--- src/pwm_seq_pkg.sv ---
package pwm_seq_pkg;
   // ------------------------------------------------------------
   // Timing
   // ------------------------------------------------------------
   localparam int CLK_PERIOD_NS = 10;        // System clock period
   localparam int MASTER_PERIOD_NS = 1000;   // Default master oscillator period
   localparam logic [15:0] PERIOD_RST = 16'(MASTER_PERIOD_NS / CLK_PERIOD_NS);
   localparam logic [1:0] DETECT_LAST = 2'h1; // Detection spans master ticks 0 and 1
   localparam int NUM_PHASES = 4;

   // ------------------------------------------------------------
   // Register map (byte offsets)
   // ------------------------------------------------------------
   localparam logic [7:0] PERIOD_OFS = 8'h00;  // Master period in clocks
   localparam logic [7:0] ONTIME_OFS = 8'h04;  // First of four on-time words
   localparam logic [7:0] STATUS_OFS = 8'h14;  // Read-only status
   localparam logic [15:0] ONTIME_RST = 16'h0000;

   // Status field positions
   localparam int ST_STATE_LSB = 0;
   localparam int ST_COUNT_LSB = 2;
   localparam int ST_GND3_BIT = 5;
   localparam int ST_GND4_BIT = 6;
   localparam int ST_SS_BIT = 7;
   localparam int ST_PWM_LSB = 8;

   // Sequencer states
   typedef enum logic [1:0] {
      SEQ_OFF = 2'b00,
      SEQ_DETECT = 2'b01,
      SEQ_RUN = 2'b10
   } seq_state_t;
endpackage

--- src/phase_ctl_if.sv ---
`timescale 1ns/1ps
// Sequencer-to-channel control bundle
interface phase_ctl_if;
   logic start;          // One-cycle start of an on-time
   logic run;            // Channel may switch
   logic [15:0] on_time; // On-time in clocks
   logic pwm;            // Channel output
   modport seq(output start, output run, output on_time, input pwm);
   modport chan(input start, input run, input on_time, output pwm);
endinterface

--- src/multiphase_pwm_phase_sequencer.sv ---
// Added by the designer: the Wishbone interface to the registers and the address map.
`timescale 1ns/1ps
// Overview of operation
// No grounded sense: run four phases
// Only phase four grounded: three phases
// Phases three and four grounded: two phases
// Sense comparators mark grounded phases disabled
// Detection lasts two master cycles
// Phases one, two held low during detection
// Grounded phases stay off, others switch
// Per-phase rate is master over count
// Each phase may reach near-full duty
// Phase on-times may overlap
// Disabled or lockout: soft-start held grounded
// Enabled, no lockout: soft-start charges
// Disabled or lockout: all phases low
// Disabled or lockout: driver enable low
// Enable low: output good flag low
// Round-robin starts, one per master cycle
// Detection repeats on every re-enable
module multiphase_pwm_phase_sequencer (
   input wire logic clk_i,
   input wire logic rst_i,
   // Wishbone classic slave
   input wire logic wb_cyc_i,
   input wire logic wb_stb_i,
   input wire logic wb_we_i,
   input wire logic [7:0] wb_adr_i,
   input wire logic [3:0] wb_sel_i,
   input wire logic [31:0] wb_dat_i,
   output logic [31:0] wb_dat_o,
   output logic wb_ack_o,
   // Supervisory inputs
   input wire logic converter_enable_i,
   input wire logic supply_undervoltage_lockout_i,
   input wire logic phase_sense_3_i,  // High: phase three pin below threshold
   input wire logic phase_sense_4_i,  // High: phase four pin below threshold
   input wire logic output_in_window_i,
   // Power-stage side
   output logic phase_out_1_o,
   output logic phase_out_2_o,
   output logic phase_out_3_o,
   output logic phase_out_4_o,
   output logic detect_bias_o,        // Weak bias on phases three, four
   output logic driver_enable_out_o,
   output logic output_good_flag_o,
   output logic soft_start_hold_o,
   output logic soft_start_charge_o
);
   import pwm_seq_pkg::*;

   // ------------------------------------------------------------
   // Declarations
   // ------------------------------------------------------------
   seq_state_t state;               // Sequencer state
   seq_state_t next_state;          // Its next value
   logic run_ok;                    // Enabled and supply good
   logic [15:0] period;             // Master period in clocks
   logic [15:0] period_eff;         // Period, never below one
   logic [15:0] on_time [NUM_PHASES]; // Per-phase on-time
   logic [15:0] mcnt;               // Master clock divider
   logic tick;                      // Last clock of a master cycle
   logic [1:0] dcnt;                // Master ticks seen in detection
   logic det_end;                   // Final detection tick
   logic gnd3;                      // Phase three found grounded
   logic gnd4;                      // Phase four found grounded
   logic [2:0] active_cnt;          // Configured phase count
   logic [1:0] ptr;                 // Round-robin pointer
   logic [1:0] next_ptr;            // Its next value
   logic [NUM_PHASES-1:0] pwm_vec;  // Channel outputs
   logic ack;                       // Bus acknowledge flop
   logic [31:0] rd_data;            // Read mux
   logic [31:0] status_word;        // Status register image
   logic [5:0] idx;                 // Word index on the bus
   logic hit_period;                // Decodes
   logic hit_status;
   logic hit_ontime;
   logic [1:0] ontime_sel;
   logic wr_go;                     // Write takes effect

   phase_ctl_if ctl [NUM_PHASES] ();

   // ------------------------------------------------------------
   // Enable qualification
   // ------------------------------------------------------------
   assign run_ok = converter_enable_i && !supply_undervoltage_lockout_i;

   // ------------------------------------------------------------
   // Master oscillator
   // ------------------------------------------------------------
   assign period_eff = (period == 16'h0000) ? 16'h0001 : period;
   assign tick = (mcnt >= period_eff - 16'h0001);

   // Divider restarts while off so detection is aligned to enable
   always_ff @(posedge clk_i) begin
      if (rst_i || state == SEQ_OFF) begin
         mcnt <= 16'h0000;
      end else if (tick) begin
         mcnt <= 16'h0000;
      end else begin
         mcnt <= mcnt + 16'h0001;
      end
   end

   // ------------------------------------------------------------
   // Sequencer state machine
   // ------------------------------------------------------------
   assign det_end = (state == SEQ_DETECT) && tick && (dcnt == DETECT_LAST);

   always_comb begin
      next_state = state;
      unique case (state)
         SEQ_OFF: begin
            // Fresh detection on every exit
            if (run_ok) begin
               next_state = SEQ_DETECT;
            end
         end
         SEQ_DETECT: begin
            // Two master cycles
            if (det_end) begin
               next_state = SEQ_RUN;
            end
         end
         SEQ_RUN: begin
            next_state = SEQ_RUN;
         end
         default: begin
            next_state = SEQ_OFF;
         end
      endcase
      // Any loss of enable wins
      if (!run_ok) begin
         next_state = SEQ_OFF;
      end
   end

   always_ff @(posedge clk_i) begin
      if (rst_i) begin
         state <= SEQ_OFF;
      end else begin
         state <= next_state;
      end
   end

   // Detection tick counter
   always_ff @(posedge clk_i) begin
      if (rst_i || state != SEQ_DETECT) begin
         dcnt <= 2'h0;
      end else if (tick) begin
         dcnt <= dcnt + 2'h1;
      end
   end

   // ------------------------------------------------------------
   // Phase detection
   // ------------------------------------------------------------
   // Sampling at the last detection tick lets the pin bias settle
   // for nearly two master cycles before the decision.
   always_ff @(posedge clk_i) begin
      if (rst_i) begin
         gnd3 <= 1'b0;
         gnd4 <= 1'b0;
      end else if (det_end) begin
         // Comparator marks phase disabled
         gnd3 <= phase_sense_3_i;
         gnd4 <= phase_sense_4_i;
      end
   end

   // A grounded phase three with phase four free is not a listed
   // option; it falls back to two phases.
   // Phase count choice
   assign active_cnt = gnd3 ? 3'h2 : (gnd4 ? 3'h3 : 3'h4);

   // Bias drives phases three and four only while detecting
   always_ff @(posedge clk_i) begin
      if (rst_i) begin
         detect_bias_o <= 1'b0;
      end else begin
         detect_bias_o <= (next_state == SEQ_DETECT);
      end
   end

   // ------------------------------------------------------------
   // Round-robin phase starts
   // ------------------------------------------------------------
   // Wrap at the configured count
   assign next_ptr = ({1'b0, ptr} >= active_cnt - 3'h1) ? 2'h0 : ptr + 2'h1;

   always_ff @(posedge clk_i) begin
      if (rst_i || state != SEQ_RUN) begin
         ptr <= 2'h0;
      end else if (tick) begin
         // One phase per master cycle
         ptr <= next_ptr;
      end
   end

   // ------------------------------------------------------------
   // Phase channels
   // ------------------------------------------------------------
   genvar g;
   generate
      for (g = 0; g < NUM_PHASES; g++) begin : g_ch
         // Only configured phases run
         assign ctl[g].run = run_ok && (state == SEQ_RUN) && (3'(g) < active_cnt);
         assign ctl[g].start = tick && (ptr == 2'(g));
         assign ctl[g].on_time = on_time[g];
         assign pwm_vec[g] = ctl[g].pwm;
         // Channels are independent, on-times may overlap
         phase_channel u_ch (
            .clk_i(clk_i),
            .rst_i(rst_i),
            .ctl(ctl[g])
         );
      end
   endgenerate

   assign phase_out_1_o = pwm_vec[0];
   assign phase_out_2_o = pwm_vec[1];
   assign phase_out_3_o = pwm_vec[2];
   assign phase_out_4_o = pwm_vec[3];

   // ------------------------------------------------------------
   // Supervisory outputs
   // ------------------------------------------------------------
   always_ff @(posedge clk_i) begin
      if (rst_i) begin
         driver_enable_out_o <= 1'b0;
         output_good_flag_o <= 1'b0;
         soft_start_hold_o <= 1'b1;
         soft_start_charge_o <= 1'b0;
      end else begin
         // Drivers off when disabled
         driver_enable_out_o <= run_ok;
         // Good flag needs enable
         output_good_flag_o <= run_ok && (state == SEQ_RUN) && output_in_window_i;
         // Soft-start node control
         soft_start_hold_o <= !run_ok;
         soft_start_charge_o <= run_ok;
      end
   end

   // ------------------------------------------------------------
   // Wishbone register access
   // ------------------------------------------------------------
   assign idx = wb_adr_i[7:2];
   assign hit_period = (idx == PERIOD_OFS[7:2]);
   assign hit_status = (idx == STATUS_OFS[7:2]);
   assign hit_ontime = (idx >= ONTIME_OFS[7:2]) && (idx < STATUS_OFS[7:2]);
   assign ontime_sel = 2'(idx - ONTIME_OFS[7:2]);
   // Write lands on the edge the master sees ack
   assign wr_go = wb_cyc_i && wb_stb_i && wb_we_i && ack;

   assign status_word = (32'(state) << ST_STATE_LSB) | (32'(active_cnt) << ST_COUNT_LSB)
                      | (32'(gnd3) << ST_GND3_BIT) | (32'(gnd4) << ST_GND4_BIT)
                      | (32'(soft_start_charge_o) << ST_SS_BIT) | (32'(pwm_vec) << ST_PWM_LSB);

   // Unmapped words acknowledge and read zero
   assign rd_data = hit_period ? {16'h0000, period} :
                    hit_ontime ? {16'h0000, on_time[ontime_sel]} :
                    hit_status ? status_word : 32'h0000_0000;

   // Ack one clock after the request, dropped the clock after
   always_ff @(posedge clk_i) begin
      if (rst_i) begin
         ack <= 1'b0;
         wb_dat_o <= 32'h0000_0000;
      end else begin
         ack <= wb_cyc_i && wb_stb_i && !ack;
         wb_dat_o <= rd_data;
      end
   end
   assign wb_ack_o = ack;

   // Period register with byte lanes
   always_ff @(posedge clk_i) begin
      if (rst_i) begin
         period <= PERIOD_RST;
      end else if (wr_go && hit_period) begin
         if (wb_sel_i[0]) begin
            period[7:0] <= wb_dat_i[7:0];
         end
         if (wb_sel_i[1]) begin
            period[15:8] <= wb_dat_i[15:8];
         end
      end
   end

   // On-time registers
   always_ff @(posedge clk_i) begin
      if (rst_i) begin
         for (int i = 0; i < NUM_PHASES; i++) begin
            on_time[i] <= ONTIME_RST;
         end
      end else if (wr_go && hit_ontime) begin
         if (wb_sel_i[0]) begin
            on_time[ontime_sel][7:0] <= wb_dat_i[7:0];
         end
         if (wb_sel_i[1]) begin
            on_time[ontime_sel][15:8] <= wb_dat_i[15:8];
         end
      end
   end
endmodule

--- src/phase_channel.sv ---
`timescale 1ns/1ps
module phase_channel (
   input wire logic clk_i,
   input wire logic rst_i,
   phase_ctl_if.chan ctl
);
   import pwm_seq_pkg::*;

   logic [15:0] left; // Clocks of on-time still to run
   logic pwm;         // Output flop

   // ------------------------------------------------------------
   // On-time timer
   // ------------------------------------------------------------
   // A new start reloads the timer even while high, so an on-time
   // as long as the switching period gives a steady high level.
   always_ff @(posedge clk_i) begin
      if (rst_i || !ctl.run) begin
         left <= 16'h0000;
         pwm <= 1'b0;
      end else if (ctl.start) begin
         // Independent reload
         left <= ctl.on_time;
         pwm <= (ctl.on_time != 16'h0000);
      end else if (left != 16'h0000) begin
         left <= left - 16'h0001;
         pwm <= (left > 16'h0001);
      end
   end

   assign ctl.pwm = pwm;
endmodule

--- config.mk ---
export PLATFORM = sky130hd
export DESIGN_NAME = multiphase_pwm_phase_sequencer
export DESIGN_NICKNAME = d
export VERILOG_FILES = /design/src/pwm_seq_pkg.sv /design/src/phase_ctl_if.sv /design/src/multiphase_pwm_phase_sequencer.sv /design/src/phase_channel.sv
export SDC_FILE = /design/constraint.sdc
export NUM_CORES = 1
export LEC_CHECK = 0
export BUFFER_PORTS_ARGS = -buffer_cell sky130_fd_sc_hd__buf_4
export CAP_MARGIN = 15
export CORE_MARGIN = 2
export CORE_UTILIZATION = 30
export CTS_CLUSTER_SIZE = 28
export DETAILED_ROUTE_END_ITERATION = 10
export PLACE_DENSITY = 0.44
export SLEW_MARGIN = 10
export SYNTH_ARGS = -nofsm -noshare
export SYNTH_HDL_FRONTEND = slang
export SYNTH_SLANG_ARGS = --single-unit
export TNS_END_PERCENT = 30
--- constraint.sdc ---
create_clock -name clk_i -period 5.2 [get_ports clk_i]
set_input_delay 1.04 -clock clk_i [delete_from_list [all_inputs] [get_ports clk_i]]
set_output_delay 1.04 -clock clk_i [all_outputs]
set_load 0.05 [all_outputs]
== Yosys cells after proc, flatten, opt, wreduce, memory -nomap -nowiden ==
Memories as Yosys holds them, arrays and structs flattened.
Index checks and enable logic that the tools add are counted.
Cells by class
  magnitude comparators: 12
  $add $sub $neg: 10
  reductions and logical operators: 55
  divide/modulo/power cells: 0
  shift operators: 0
  bitwise operators: 6
  multiplexer cells: 39
  multiply operators: 0
  equal/unequal tests: 10
Operator list (number)
  $mux W16: 12
  $reduce_bool A16 Y1: 8
  $sub A16 B1 Y16 const B: 5
  $gt A16 B1 Y1 const B: 4
  $logic_and A1 B1 Y1: 20
  $mux W1: 18
  $add A16 B1 Y16 const B: 1
  $ge A16 B16 Y1: 1
  $logic_not A16 Y1: 1
  $reduce_or A16 Y1: 1
  $mux W12: 1
  $or A8 B12 Y12: 1
  $mux W2: 5
  $eq A2 B1 Y1 const B: 4
  $or A7 B8 Y8: 1
  $reduce_bool A2 Y1: 4
  $logic_not A1 Y1: 7
  $logic_or A1 B1 Y1: 7
  $or A6 B7 Y7: 1
  $eq A2 B2 Y1 const B: 3
  $eq A6 B3 Y1 const B: 1
  $ge A6 B1 Y1 const B: 1
  $logic_not A6 Y1: 1
  $lt A1 B3 Y1 const A: 2
  17 further kinds: 22
Storage, ports and cells
  ROM bits: 0
  memories kept: 1
  RAM bits: 64
  bits in latches: 0
  input port bits: 54
  output and inout bits: 42
  flip-flop bits (word level): 145
Memory list
  on_time: words 4, bits a word 16, rd ports 5, clocked after Yosys merged registers in 0, wr ports 4, RTL line multiphase_pwm_phase_sequencer.sv:60  | logic [15:0] on_time [NUM_PHASES];

== Longest topological paths before layout ==
Gate-level depths: netlist of run 1.
  depth in word-level cells: 10
  gate-level depth with buffers: 19
  depth with buffers taken out: 15

== Hierarchy ==
From an unflattened synthesis of run 1, not the netlist that was laid out.
Unflattened totals
  cells, all modules: 1056
  area, all modules: 10252.3 um2
By module, submodules not included
  multiphase_pwm_phase_sequencer: area each 6313.6 um2, cells each 586, times used 1
  phase_channel (g_ch[0].u_ch ...): area each 987.2 um2, cells each 118, times used 2
  phase_channel (g_ch[2].u_ch ...): area each 982.2 um2, cells each 117, times used 2

== Least setup slack after synthesis of run 1 ==
Ideal clock, no wire load.
  kind: register -> register
  start point: reg period[4]
  end point: reg g_ch[0].u_ch.left[11]
  data arrival time: 4.371 ns
  buffers on the path: 4
  path slack: 0.713 ns
  data required time: 5.084 ns
  cell stages (with the launch flop): 20
  cell sequence: dfxtp_1 buf_6 or4_4 or4_1 buf_2 nor4_4 a21oi_1 ha_1 nand2_1 nor3_1 xnor2_1 ha_1 nand4_1 nor3_1 or4b_1 buf_2 a31oi_2 buf_2 nor3_1 a31o_2
On the way
  word-level cells in the longest chain between the ends: 6
RTL lines
  start: declaration: RTL line multiphase_pwm_phase_sequencer.sv:58  | logic [15:0] period;
  start signal: assignment: RTL line multiphase_pwm_phase_sequencer.sv:283  | period[7:0] <= wb_dat_i[7:0];
  $logic_not A16 Y1: RTL line multiphase_pwm_phase_sequencer.sv:91  | assign period_eff = (period == 16'h0000) ? 16'h0001 : period;
  $mux W16 *: RTL line multiphase_pwm_phase_sequencer.sv:91
  $sub A16 B1 Y16 *: RTL line multiphase_pwm_phase_sequencer.sv:92  | assign tick = (mcnt >= period_eff - 16'h0001);
  $ge A16 B16 Y1 *: RTL line multiphase_pwm_phase_sequencer.sv:92
  $logic_and A1 B1 Y1 *: RTL line multiphase_pwm_phase_sequencer.sv:208  | assign ctl[g].start = tick && (ptr == 2'(g));
  $mux W16 / $reduce_bool A2 Y1 (equally long branches)
  end signal: assignment: RTL line phase_channel.sv:23  | left <= ctl.on_time;
  end signal: assignment: RTL line phase_channel.sv:26  | left <= left - 16'h0001;
  end: declaration: RTL line phase_channel.sv:9  | logic [15:0] left;
Every way passes the cells marked *; elsewhere a longest branch is shown, timed or not.
A chain may end at the register's enable or synchronous reset.

== Final worst setup path of run 1 ==
  start point: reg period[7]
  end point: reg g_ch[0].u_ch.left[6]
The elaborated chain is that of the path after synthesis.

==> results of run 1 <==
layer usage:
| layer | track usage, % | part of all wire (%) | up-vias |
|---|---|---|---|
| met4 | 4.91 | 1.5 | 0 |
| met2 | 27.4 | 46 | 139 |
| li1 | - | - | 3886 |
| met3 | 3.62 | 4.0 | 25 |
| met1 | 24.6 | 48 | 3827 |
| met5 | 0 | 0 | - |
report_power, final:
| group | internal, mW | switching, mW | leakage, nW |
|---|---|---|---|
| sequential | 1.57 | 0.0287 | 1.71 |
| combinational | 0.0517 | 0.0976 | 2.39 |
| clock | 0.766 | 0.685 | 0.311 |
area by class of cell:
cell class / count / area, um^2 / area share [%]
tap: 448 / 561 / 4.84
multi-input combinational: 774 / 5110 / 44.1
clock inverter: 14 / 188 / 1.62
timing repair buffer: 74 / 606 / 5.23
inverter: 45 / 169 / 1.46
sequential: 193 / 4500 / 38.9
clock buffer: 18 / 450 / 3.89
worst max-delay path, stage by stage (launching register included):
cell and delay (ps):
dfxtp_1 370, or4_4 560, or4_1 480, nor4_4 310, a21oi_1 160, ha_1 230, nand2_1 210, nor3_1 110
xnor2_1 150, ha_1 300, nand4_1 160, nor3_1 320, or4b_4 610, a31oi_2 290, buf_12 220, nor3_1 80
a31o_2 220
sequential cells by signal, summed over array words and instances, names as in the netlist, 2 cells and up:
register / flops
dcnt: 2
g_ch.u_ch.ctl.pwm: 4
g_ch.u_ch.left: 64
mcnt: 16
on_time: 64
period: 16
ptr: 2
state: 2
wb_dat_o: 16
what timing repair did:
item / CTS / global route
endpoints found under the setup margin: 0 / 78
hold buffers: 0 / 0
resized for setup: 0 / 1
buffers inserted: 0 / 0
endpoints found under the hold margin: 0 / 0
synth_stat cells (20+ instances only):
library cell,n
mux2i_1,20
nand3_1,62
inv_1,45
nor3_1,59
a21oi_1,38
dfxtp_1,129
nor4_1,32
o31ai_1,23
edfxtp_1,64
a31o_2,23
nand2_1,95
xor2_1,29
xnor2_1,42
clkbuf_1,25
ha_1,36
nor2_1,127
logic make-up (layout without fill, tap and decap cells):
| logic type | Yosys count | count (layout) | share of synthesized area, % |
|---|---|---|---|
| buf+inv | 110 | 151 | 5.08 |
| fa+ha+maj | 36 | 36 | 4.48 |
| compound gates | 140 | 140 | 10.4 |
| flops | 193 | 193 | 44.8 |
| other cells | 1 | 16 | 0.0373 |
| simple gates | 475 | 475 | 23.5 |
| mux | 36 | 36 | 5.57 |
| xor+xnor | 71 | 71 | 6.18 |
worst paths after layout:
check / slack, ps / from / to / cells past startpoint
hold / removal: 460 / wb_ack_o / wb_ack_o / 1
setup / recovery: 280 / period[7] / g_ch[0].u_ch.left[6] / 16
hold reg to reg: 460 / wb_ack_o / wb_ack_o / 1
setup reg to reg: 280 / period[7] / g_ch[0].u_ch.left[6] / 16
through the flow:
stage	power, mW	setup slack [ps]	instances
finish	3.20	278	1566
global route	3.32	6.27	1566
CTS	3.24	104	1566
detailed placement	1.79	152	1534
global placement	1.79	138	1534
floorplan	1.73	713	1077
==> metrics.md, run 1 <==
| Metric | Value |
|---|---|
| Worst skew pair latency | roughly 460 ps |
| TritonCTS clock tree | yes |
| Routed vias | between 7000 and 8000 |
| Final TNS setup | 0 ps |
| GRT Residual Overflow | 0 |
| Final number of hold-violating endpoints | 0 |
| Rel. slew slack | between 30% and 40% |
| Final worst-path cycle share | approximately 95% |
| Number of global-route vias before repair | roughly 7600 |
| Critical Setup Path Class | reg2reg |
| FF+latch count, synth | between 150 and 200 |
| Post-DP Area | approximately 11000 um^2 |
| Share of the synthesized area in the top cell type | 25.7% |
| Setup crit end kind | flip-flop |
| Setup-failing EPs final | 0 |
| Critical Path RT | around 5600 ps |
| 1st-iter DRT viols | about 490 |
| DRT antenna net count | 0 |
| Crit Path Max Fanout | 31 |
| Final wirelength | 30.2 mm |
| Mean Syn Cell Area | approximately 9.5 um^2 |
| Register area share after synthesis | 44.8% |
| Commonest cells after routing, fill and taps aside | dfxtp_1 (129), nor2_1 (126), nand2_1 (95) |
| Fin nets | approximately 1200 |
| RSZ-0062 raised after global routing | false |
| Post-Syn Area | 10100 um^2 |
| Wire per inst | ~19 um |
| CTS Buffer Depth | 2 |
| Post-synth ARST share | 0% |
| Hold_ws | 458 ps |
| Power density over cell area | 276 nW/um^2 |
| Synth Warn # | 0 |
| Synth Flop Type | dfxtp_1 |
| Unique masters post-synth | 64 |
| Largest net degree at the start of global routing | 39 |
| Initial antenna violation count | 0 |
| Pleak | about 4.4 nW |
| HPWL after DPL | 22.6 mm |
| Die width | ~190 um |
| Worst Hold Class | reg2reg |
| Total CTS buffers | 17 |
| Fin crit period | 4920 ps |
| Clock slew at reported path FFs | around 80 ps |
| Status | finished, final reports clean |
| Max-Cap Viols | 0 |
| First-pass GRT wire length | 46.5 mm |
| Die area | about 35000 um^2 |
| Proportion of layout cells with a drive suffix above 1 | between 10 and 15% |
| H-tree depth | 4 |
| Port bufs | 59 |
| Measured slew at the worst slew-check pin | 927 ps |
| Startpoint Class | flip-flop |
| Gpl congestion | 0.814 |
| Clock Sinks | approximately 190 |
| Via/cell ratio | roughly 5.0 |
| Leading area contributor after synthesis | dfxtp_1 |
| Top cells by area, synth | dfxtp_1 (26%), edfxtp_1 (19%), nor2_1 (4.7%) |
| DRT Pass-1 Iters | 5 |
| Worst EP arrival | roughly 5300 ps |
| Worst Skew | around 27 ps |
| Most common cell after layout, fill and taps aside | dfxtp_1 |
| Starting Density | about 30% |
| IO Pins | 96 |
| Max-slew violations | 0 |
| Core box area | 33300 um^2 |
| Peak VDD IR | 0.242 mV |
| Design area | roughly 12000 um^2 |
| Clock root cell | clkbuf_16 |
| EDFF count, synth | 64 |
| Number of core rows | 67 |
| Die height | between 150 and 200 um |
| Gr usage total | ~18% |
| Antenna Cells | 0 |
| Number of fill cells | 3460 |
| DRC viols | 0 |
| Fin util | 34.8% |
| Fmax | slightly above 0.2 GHz |
| P&R area growth vs syn | 15.2% |
| Post-Syn Instances | about 1100 |
(Power assumes the default switching activity.)
==> inputs of run 2 (changes only) <==
clock period = 5.8 ns   (was 5.2 ns; I/O delays follow)
==> run 2 against run 1 <==
Critical path depth did not move; via count rose by 0.36%; non-clock buffer count fell by 1; wire length rose by 0.45%; global-route usage fell by 0.073 points; cell area fell by 0.90%; cell count barely moved; fmax fell by 6.2%; sequential share of layout area rose by 0.35 points; critical path type unchanged; critical endpoint is now g_ch[1].u_ch.left[5]; highest routed layer unchanged.
==> metrics.md, run 2 (synthesis results as in run 1) <==
| Metric | Value |
|---|---|
| Routed vias | 7905 (was 7877) |
| Fmax | 0.191 GHz (was 0.203 GHz) |
| IO Pins | 96 (unchanged) |
| Critical Path RT | 6150 ps (was 5550 ps) |
| Final TNS setup | 0 ps (unchanged) |
| Die height | 187 um (unchanged) |
| Measured slew at the worst slew-check pin | 834 ps (was 927 ps) |
| Initial antenna violation count | 0 (unchanged) |
| Buffers inserted by post-CTS timing repair | 0 (unchanged) |
| DRC viols | 0 (unchanged) |
| Worst EP arrival | 5600 ps (was 5270 ps) |
| DRT antenna net count | 0 (unchanged) |
| Peak VDD IR | 0.222 mV (was 0.242 mV) |
| Top Registers | g_ch.u_ch.left (64), on_time (64) (unchanged) |
| Clock Sinks | 193 (unchanged) |
| Wire per inst | 19.4 um (was 19.3 um) |
| Critical path's most frequent cell | nor3_1 (unchanged) |
| Via/cell ratio | 5.05 (was 5.03) |
| 1st-iter DRT viols | 508 (was 491) |
| Core box area | 33300 um^2 (unchanged) |
| HPWL after DPL | 22.6 mm (about the same) |
| Crit Path Max Fanout | 32 (was 31) |
| Hold_buf cts | 0 (unchanged) |
| DRT Pass-1 Iters | 7 (was 5) |
| Die area | 35000 um^2 (unchanged) |
| Antenna Cells | 0 (unchanged) |
| Combinational Power Share | 4.7% (about the same) |
| Starting Density | 30.2% (unchanged) |
| Port bufs | 59 (unchanged) |
| Total CTS buffers | 17 (unchanged) |
| Critical Setup Path Class | reg2reg (unchanged) |
| H-tree depth | 4 (unchanged) |
| Startpoint Class | flip-flop (unchanged) |
| Clock slew at reported path FFs | 90 ps (was 80 ps) |
| Proportion of layout cells with a drive suffix above 1 | 14.1% (was 14.4%) |
| Setup crit end kind | flip-flop (unchanged) |
| Setup-failing EPs final | 0 (unchanged) |
| Final number of hold-violating endpoints | 0 (unchanged) |
| Worst Skew | 20.9 ps (was 26.7 ps) |
| Status | finished, final reports clean (unchanged) |
| Hold_ws | 466 ps (was 458 ps) |
| Highest metal used | met4 (unchanged) |
| Rel. slew slack | 44.4% (was 38.0%) |
| TritonCTS clock tree | yes (unchanged) |
| Pleak | 4.37 nW (was 4.41 nW) |
| CP max stage delay | 710 ps (was 610 ps) |
| Number of core rows | 67 (unchanged) |
| Power Total | 2.80 mW (was 3.20 mW) |
| Max-Cap Viols | 0 (unchanged) |
| Met3 wire len | 1.64 mm (was 1.22 mm) |
| Worst Hold Class | reg2reg (unchanged) |
| Crit-path slowest cell | or4b_1 (was or4b_4) |
| RSZ-0062 raised after global routing | false (unchanged) |
| Sequential fraction of design power | 51.3% (was 50.0%) |
| P&R area growth vs syn | 14.2% (was 15.2%) |
| First-pass GRT wire length | 46.6 mm (was 46.5 mm) |
| Die width | 187 um (unchanged) |
| Largest net degree at the start of global routing | 40 (was 39) |
| Sw frac | 26.0% (was 25.3%) |
| Power share of the clock group | 44.0% (was 45.3%) |
| Power density over cell area | 244 nW/um^2 (was 276 nW/um^2) |
| CP cell instances | or4_4 > or4_1 > nor4_4 > a21oi_1 > ha_1 > nand2_1 > nor3_1 > xnor2_1 > ha_1 > nand4_1 > nor3_1 > or4b_1 > a31oi_4 > buf_4 > nor3_1 > a31o_2 (was or4_4 > or4_1 > nor4_4 > a21oi_1 > ha_1 > nand2_1 > nor3_1 > xnor2_1 > ha_1 > nand4_1 > nor3_1 > or4b_4 > a31oi_2 > buf_12 > nor3_1 > a31o_2) |
| Final wirelength | 30.3 mm (was 30.2 mm) |
| Final worst-path cycle share | 90.5% (was 94.7%) |
| Post-CTS resize count | 0 (unchanged) |
| Clock root cell | clkbuf_16 (unchanged) |
| Number of global-route vias before repair | 7686 (was 7560) |
| Most common cell after layout, fill and taps aside | dfxtp_1 (unchanged) |
| Commonest cells after routing, fill and taps aside | dfxtp_1 (129), nor2_1 (126), nand2_1 (95) (unchanged) |
| Internal power | 2.07 mW (was 2.39 mW) |
| GRT Residual Overflow | 0 (unchanged) |
| CTS Buffer Depth | 2 (unchanged) |
| Sw Pwr | 0.729 mW (was 0.811 mW) |
| Gpl congestion | 0.789 (was 0.814) |
| Fin crit period | 5250 ps (was 4920 ps) |
| Max-slew violations | 0 (unchanged) |
| Fin nets | 1194 (was 1195) |
| Met2 wire length | 13.8 mm (was 14.0 mm) |
| Gr usage total | 17.5% (was 17.6%) |
| Metal-1 WL | 14.3 mm (was 14.6 mm) |
| Worst skew pair latency | 460 ps (about the same) |
[run 2: changes by cell type in the layout (fill, tap and decap cells not counted)]
cell / previous run / this run
clkinv_1: 0 / 1
buf_4: 70 / 73
clkinvlp_4: 1 / 2
inv_4: 0 / 1
or4b_4: 1 / 0
clkinv_2: 1 / 0
clkbuf_16: 18 / 17
bufinv_16: 2 / 1
or4b_1: 0 / 1
buf_12: 4 / 0
[run 2: final timing paths]
| kind | slack (ps) | endpoint | depth (start not counted) | startpoint |
|---|---|---|---|---|
| max | 550 | g_ch[1].u_ch.left[5] | 16 | period[4] |
| min | 470 | wb_ack_o | 1 | wb_ack_o |
| max reg2reg | 550 | g_ch[1].u_ch.left[5] | 16 | period[4] |
| min reg2reg | 470 | wb_ack_o | 1 | wb_ack_o |
[run 2: power groups by stage]
stage | Combinational (mW) | Clock, mW | Sequential [mW]
6_report | 0.133 | 1.23 | 1.44
5_1_grt | 0.140 | 1.32 | 1.44
4_1_cts | 0.133 | 1.27 | 1.44
2_1_floorplan | 0.0886 | 0 | 1.46
3_3_place_gp | 0.132 | 0 | 1.47
3_5_place_dp | 0.133 | 0 | 1.47
[run 2: metrics by stage]
step	worst slack, ps	instance area, um^2	utilization (%)	std cells
after floorplan	1310	10100	-	1077
after global placement	581	10900	32.7	1533
after detailed placement	565	10900	32.7	1533
after CTS	522	11500	34.5	1565
after global routing	280	11500	34.5	1565
final	553	11500	34.5	1565
[run 2: layout make-up]
| class | instances | area, um^2 |
|---|---|---|
| Fill cell | 3458 | 21800 |
| Multi-Input combinational cell | 774 | 5110 |
| Sequential cell | 193 | 4500 |
| Tap cell | 448 | 561 |
| Timing Repair Buffer | 73 | 548 |
| Clock buffer | 17 | 425 |
| Clock inverter | 15 | 170 |
| Inverter | 45 | 169 |
[run 2: critical path, delay by kind of cell, from the launching register on]
kind | cells | cell delay (ps)
XOR/XNOR | 1 | 150
adder cells (fa/ha/maj) | 2 | 530
AO/OA/AOI/OAI | 3 | 640
AND/OR/NAND/NOR | 9 | 3040
flip-flops | 1 | 390
buffers and inverters | 1 | 360
[run 2: routing by layer]
| layer | up-vias | track usage [%] |
|---|---|---|
| li1 | 3889 | - |
| met1 | 3813 | 23.5 |
| met2 | 171 | 27.8 |
| met3 | 32 | 4.58 |
| met4 | 0 | 4.88 |
| met5 | - | 0 |
==> inputs of run 3 (changes only) <==
CORE_UTILIZATION = 25   (was 30)
PLACE_DENSITY = 0.38   (was 0.44)
==> run 3 against run 2 <==
Fmax about the same; clock-buffer cell count unchanged; global-route usage is 1.8 points lower; critical path depth stayed put; non-clock buffer count is the same; setup slack better by 3.8 ps; clock power barely moved; sequential share of layout area is 0.36 points lower; worst hold slack got worse by 16 ps; critical endpoint is now g_ch[2].u_ch.left[3]; register-to-register slack barely moved.
==> metrics.md, run 3 (synthesis results as in run 1) <==
| Metric | Value |
|---|---|
| Gpl congestion | 0.752 (was 0.789) |
| Most common cell after layout, fill and taps aside | dfxtp_1 (unchanged) |
| Buffers inserted by post-CTS timing repair | 0 (unchanged) |
| RSZ-0062 raised after global routing | false (unchanged) |
| Routed vias | 7818 (was 7905) |
| Wire per inst | 19.4 um (about the same) |
| Worst reg2reg startpoint | period[7] (was period[4]) |
| Via/cell ratio | 4.76 (was 5.05) |
| Setup-failing EPs final | 0 (unchanged) |
| Die width | 205 um (was 187 um) |
| Final wirelength | 31.8 mm (was 30.3 mm) |
| IO Pins | 96 (unchanged) |
| Worst EP arrival | 5580 ps (was 5600 ps) |
| Max-slew violations | 0 (unchanged) |
| TritonCTS clock tree | yes (unchanged) |
| Measured slew at the worst slew-check pin | 1050 ps (was 834 ps) |
| DRT antenna net count | 0 (unchanged) |
| Fmax | 0.191 GHz (about the same) |
| Power density over cell area | 242 nW/um^2 (was 244 nW/um^2) |
| Antenna Cells | 0 (unchanged) |
| DRC viols | 0 (unchanged) |
| Crit Path Max Fanout | 32 (unchanged) |
| DRT Pass-1 Iters | 5 (was 7) |
| Peak VDD IR | 0.201 mV (was 0.222 mV) |
| P&R area growth vs syn | 15.3% (was 14.2%) |
| Number of core rows | 73 (was 67) |
| Final TNS setup | 0 ps (unchanged) |
| Hold Crit Start | wb_ack_o (unchanged) |
| Clock slew at reported path FFs | 70 ps (was 90 ps) |
| Core box area | 39700 um^2 (was 33300 um^2) |
| Pleak | 4.38 nW (was 4.37 nW) |
| CTS Buffer Depth | 2 (unchanged) |
| Final number of hold-violating endpoints | 0 (unchanged) |
| CP startpoint | period[7] (was period[4]) |
| CP max stage delay | 710 ps (about the same) |
| GRT Residual Overflow | 0 (unchanged) |
| Worst Hold Class | reg2reg (unchanged) |
| Top Registers | g_ch.u_ch.left (64), on_time (64) (unchanged) |
| H-tree depth | 4 (unchanged) |
| Max-Cap Viols | 0 (unchanged) |
| Worst Skew | 12.9 ps (was 20.9 ps) |
| 1st-iter DRT viols | 427 (was 508) |
| Die height | 205 um (was 187 um) |
| Critical Setup Path Class | reg2reg (unchanged) |
| Fin nets | 1194 (unchanged) |
| Commonest cells after routing, fill and taps aside | dfxtp_1 (129), nor2_1 (126), nand2_1 (95) (unchanged) |
| Status | finished, final reports clean (unchanged) |
| Startpoint Class | flip-flop (unchanged) |
| Largest net degree at the start of global routing | 40 (unchanged) |
| Die area | 41800 um^2 (was 35000 um^2) |
| Initial antenna violation count | 1 (was 0) |
| HPWL after DPL | 24.1 mm (was 22.6 mm) |
| Critical path's most frequent cell | nor3_1 (unchanged) |
| Fin util | 29.2% (was 34.5%) |
| Critical Path RT | 6140 ps (was 6150 ps) |
| Post-CTS resize count | 0 (unchanged) |
| Number of global-route vias before repair | 7586 (was 7686) |
| Clock Sinks | 193 (unchanged) |
| Clock root cell | clkbuf_16 (unchanged) |
| Crit-path slowest cell | or4b_1 (unchanged) |
| First-pass GRT wire length | 48.4 mm (was 46.6 mm) |
| Hold_buf cts | 0 (unchanged) |
| CP cell instances | or4_4 > or4_1 > nor4_4 > a21oi_1 > ha_1 > nand2_1 > nor3_1 > xnor2_1 > ha_1 > nand4_1 > nor3_1 > or4b_1 > a31oi_4 > buf_4 > nor3_1 > a31o_2 (unchanged) |
| Total CTS buffers | 17 (unchanged) |
| Worst skew pair latency | 450 ps (was 460 ps) |
| R2R Setup Slk | 560 ps (was 550 ps) |
| Port bufs | 59 (unchanged) |
| Fin crit period | 5240 ps (was 5250 ps) |
| Final worst-path cycle share | 90.4% (was 90.5%) |
| Gr usage total | 15.7% (was 17.5%) |
| Rel. slew slack | 29.6% (was 44.4%) |
| Setup crit end kind | flip-flop (unchanged) |
| Starting Density | 25.3% (was 30.2%) |
| Proportion of layout cells with a drive suffix above 1 | 14.1% (about the same) |
==> run 3: cell types whose count changed in the layout (fill, tap and decap cells not counted), sizes merged <==
cell      previous run  this run
bufinv               1         2
clkinvlp             2         0
inv                 53        54
==> run 3: worst paths after layout <==
check	end	depth (start not counted)
hold / removal	wb_ack_o	1
setup / recovery	g_ch[2].u_ch.left[3]	16
hold reg to reg	wb_ack_o	1
setup reg to reg	g_ch[2].u_ch.left[3]	16
==> run 3: final cells by class <==
type	count	area [um^2]
Timing Repair Buffer	73	561
Tap cell	525	657
Multi-Input combinational cell	774	5110
Sequential cell	193	4500
Inverter	45	169
Clock buffer	17	425
Clock inverter	15	169
Fill cell	4269	28100
==> run 3: metrics by stage <==
stage	area [um^2]	worst slack [ps]	cells	hold WS, ps	power (mW)
floorplan	10100	1310	1077	445	1.55
global placement	11000	536	1610	442	1.61
detailed placement	11000	567	1610	443	1.61
CTS	11600	525	1642	454	2.85
global route	11600	233	1642	483	2.91
finish	11600	556	1642	450	2.81
==> run 3: power by group <==
group	internal, mW	switching (mW)	total, mW
Sequential	1.41	0.0264	1.44
Clock	0.649	0.587	1.24
Combinational	0.0461	0.0903	0.136
==> run 3: per-layer routing <==
metal  part of all wire [%]  routed length, um  GRT usage, %
met5                  0.041                 13             0
met4                    1.2                379          3.86
met3                    3.7               1170          3.26
met2                     45              14300          24.1
met1                     50              16000          22.2
==> run 3: worst max-delay path: cells and delay by family (launching register included) <==
kind | cells | cell delay [ps]
DFF | 1 | 370
xor gates and xnor gates | 1 | 140
adders and majority gates | 2 | 550
and+or+nand+nor | 9 | 3050
buffers and inverters | 1 | 340
AOI/OAI and AO/OA | 3 | 670
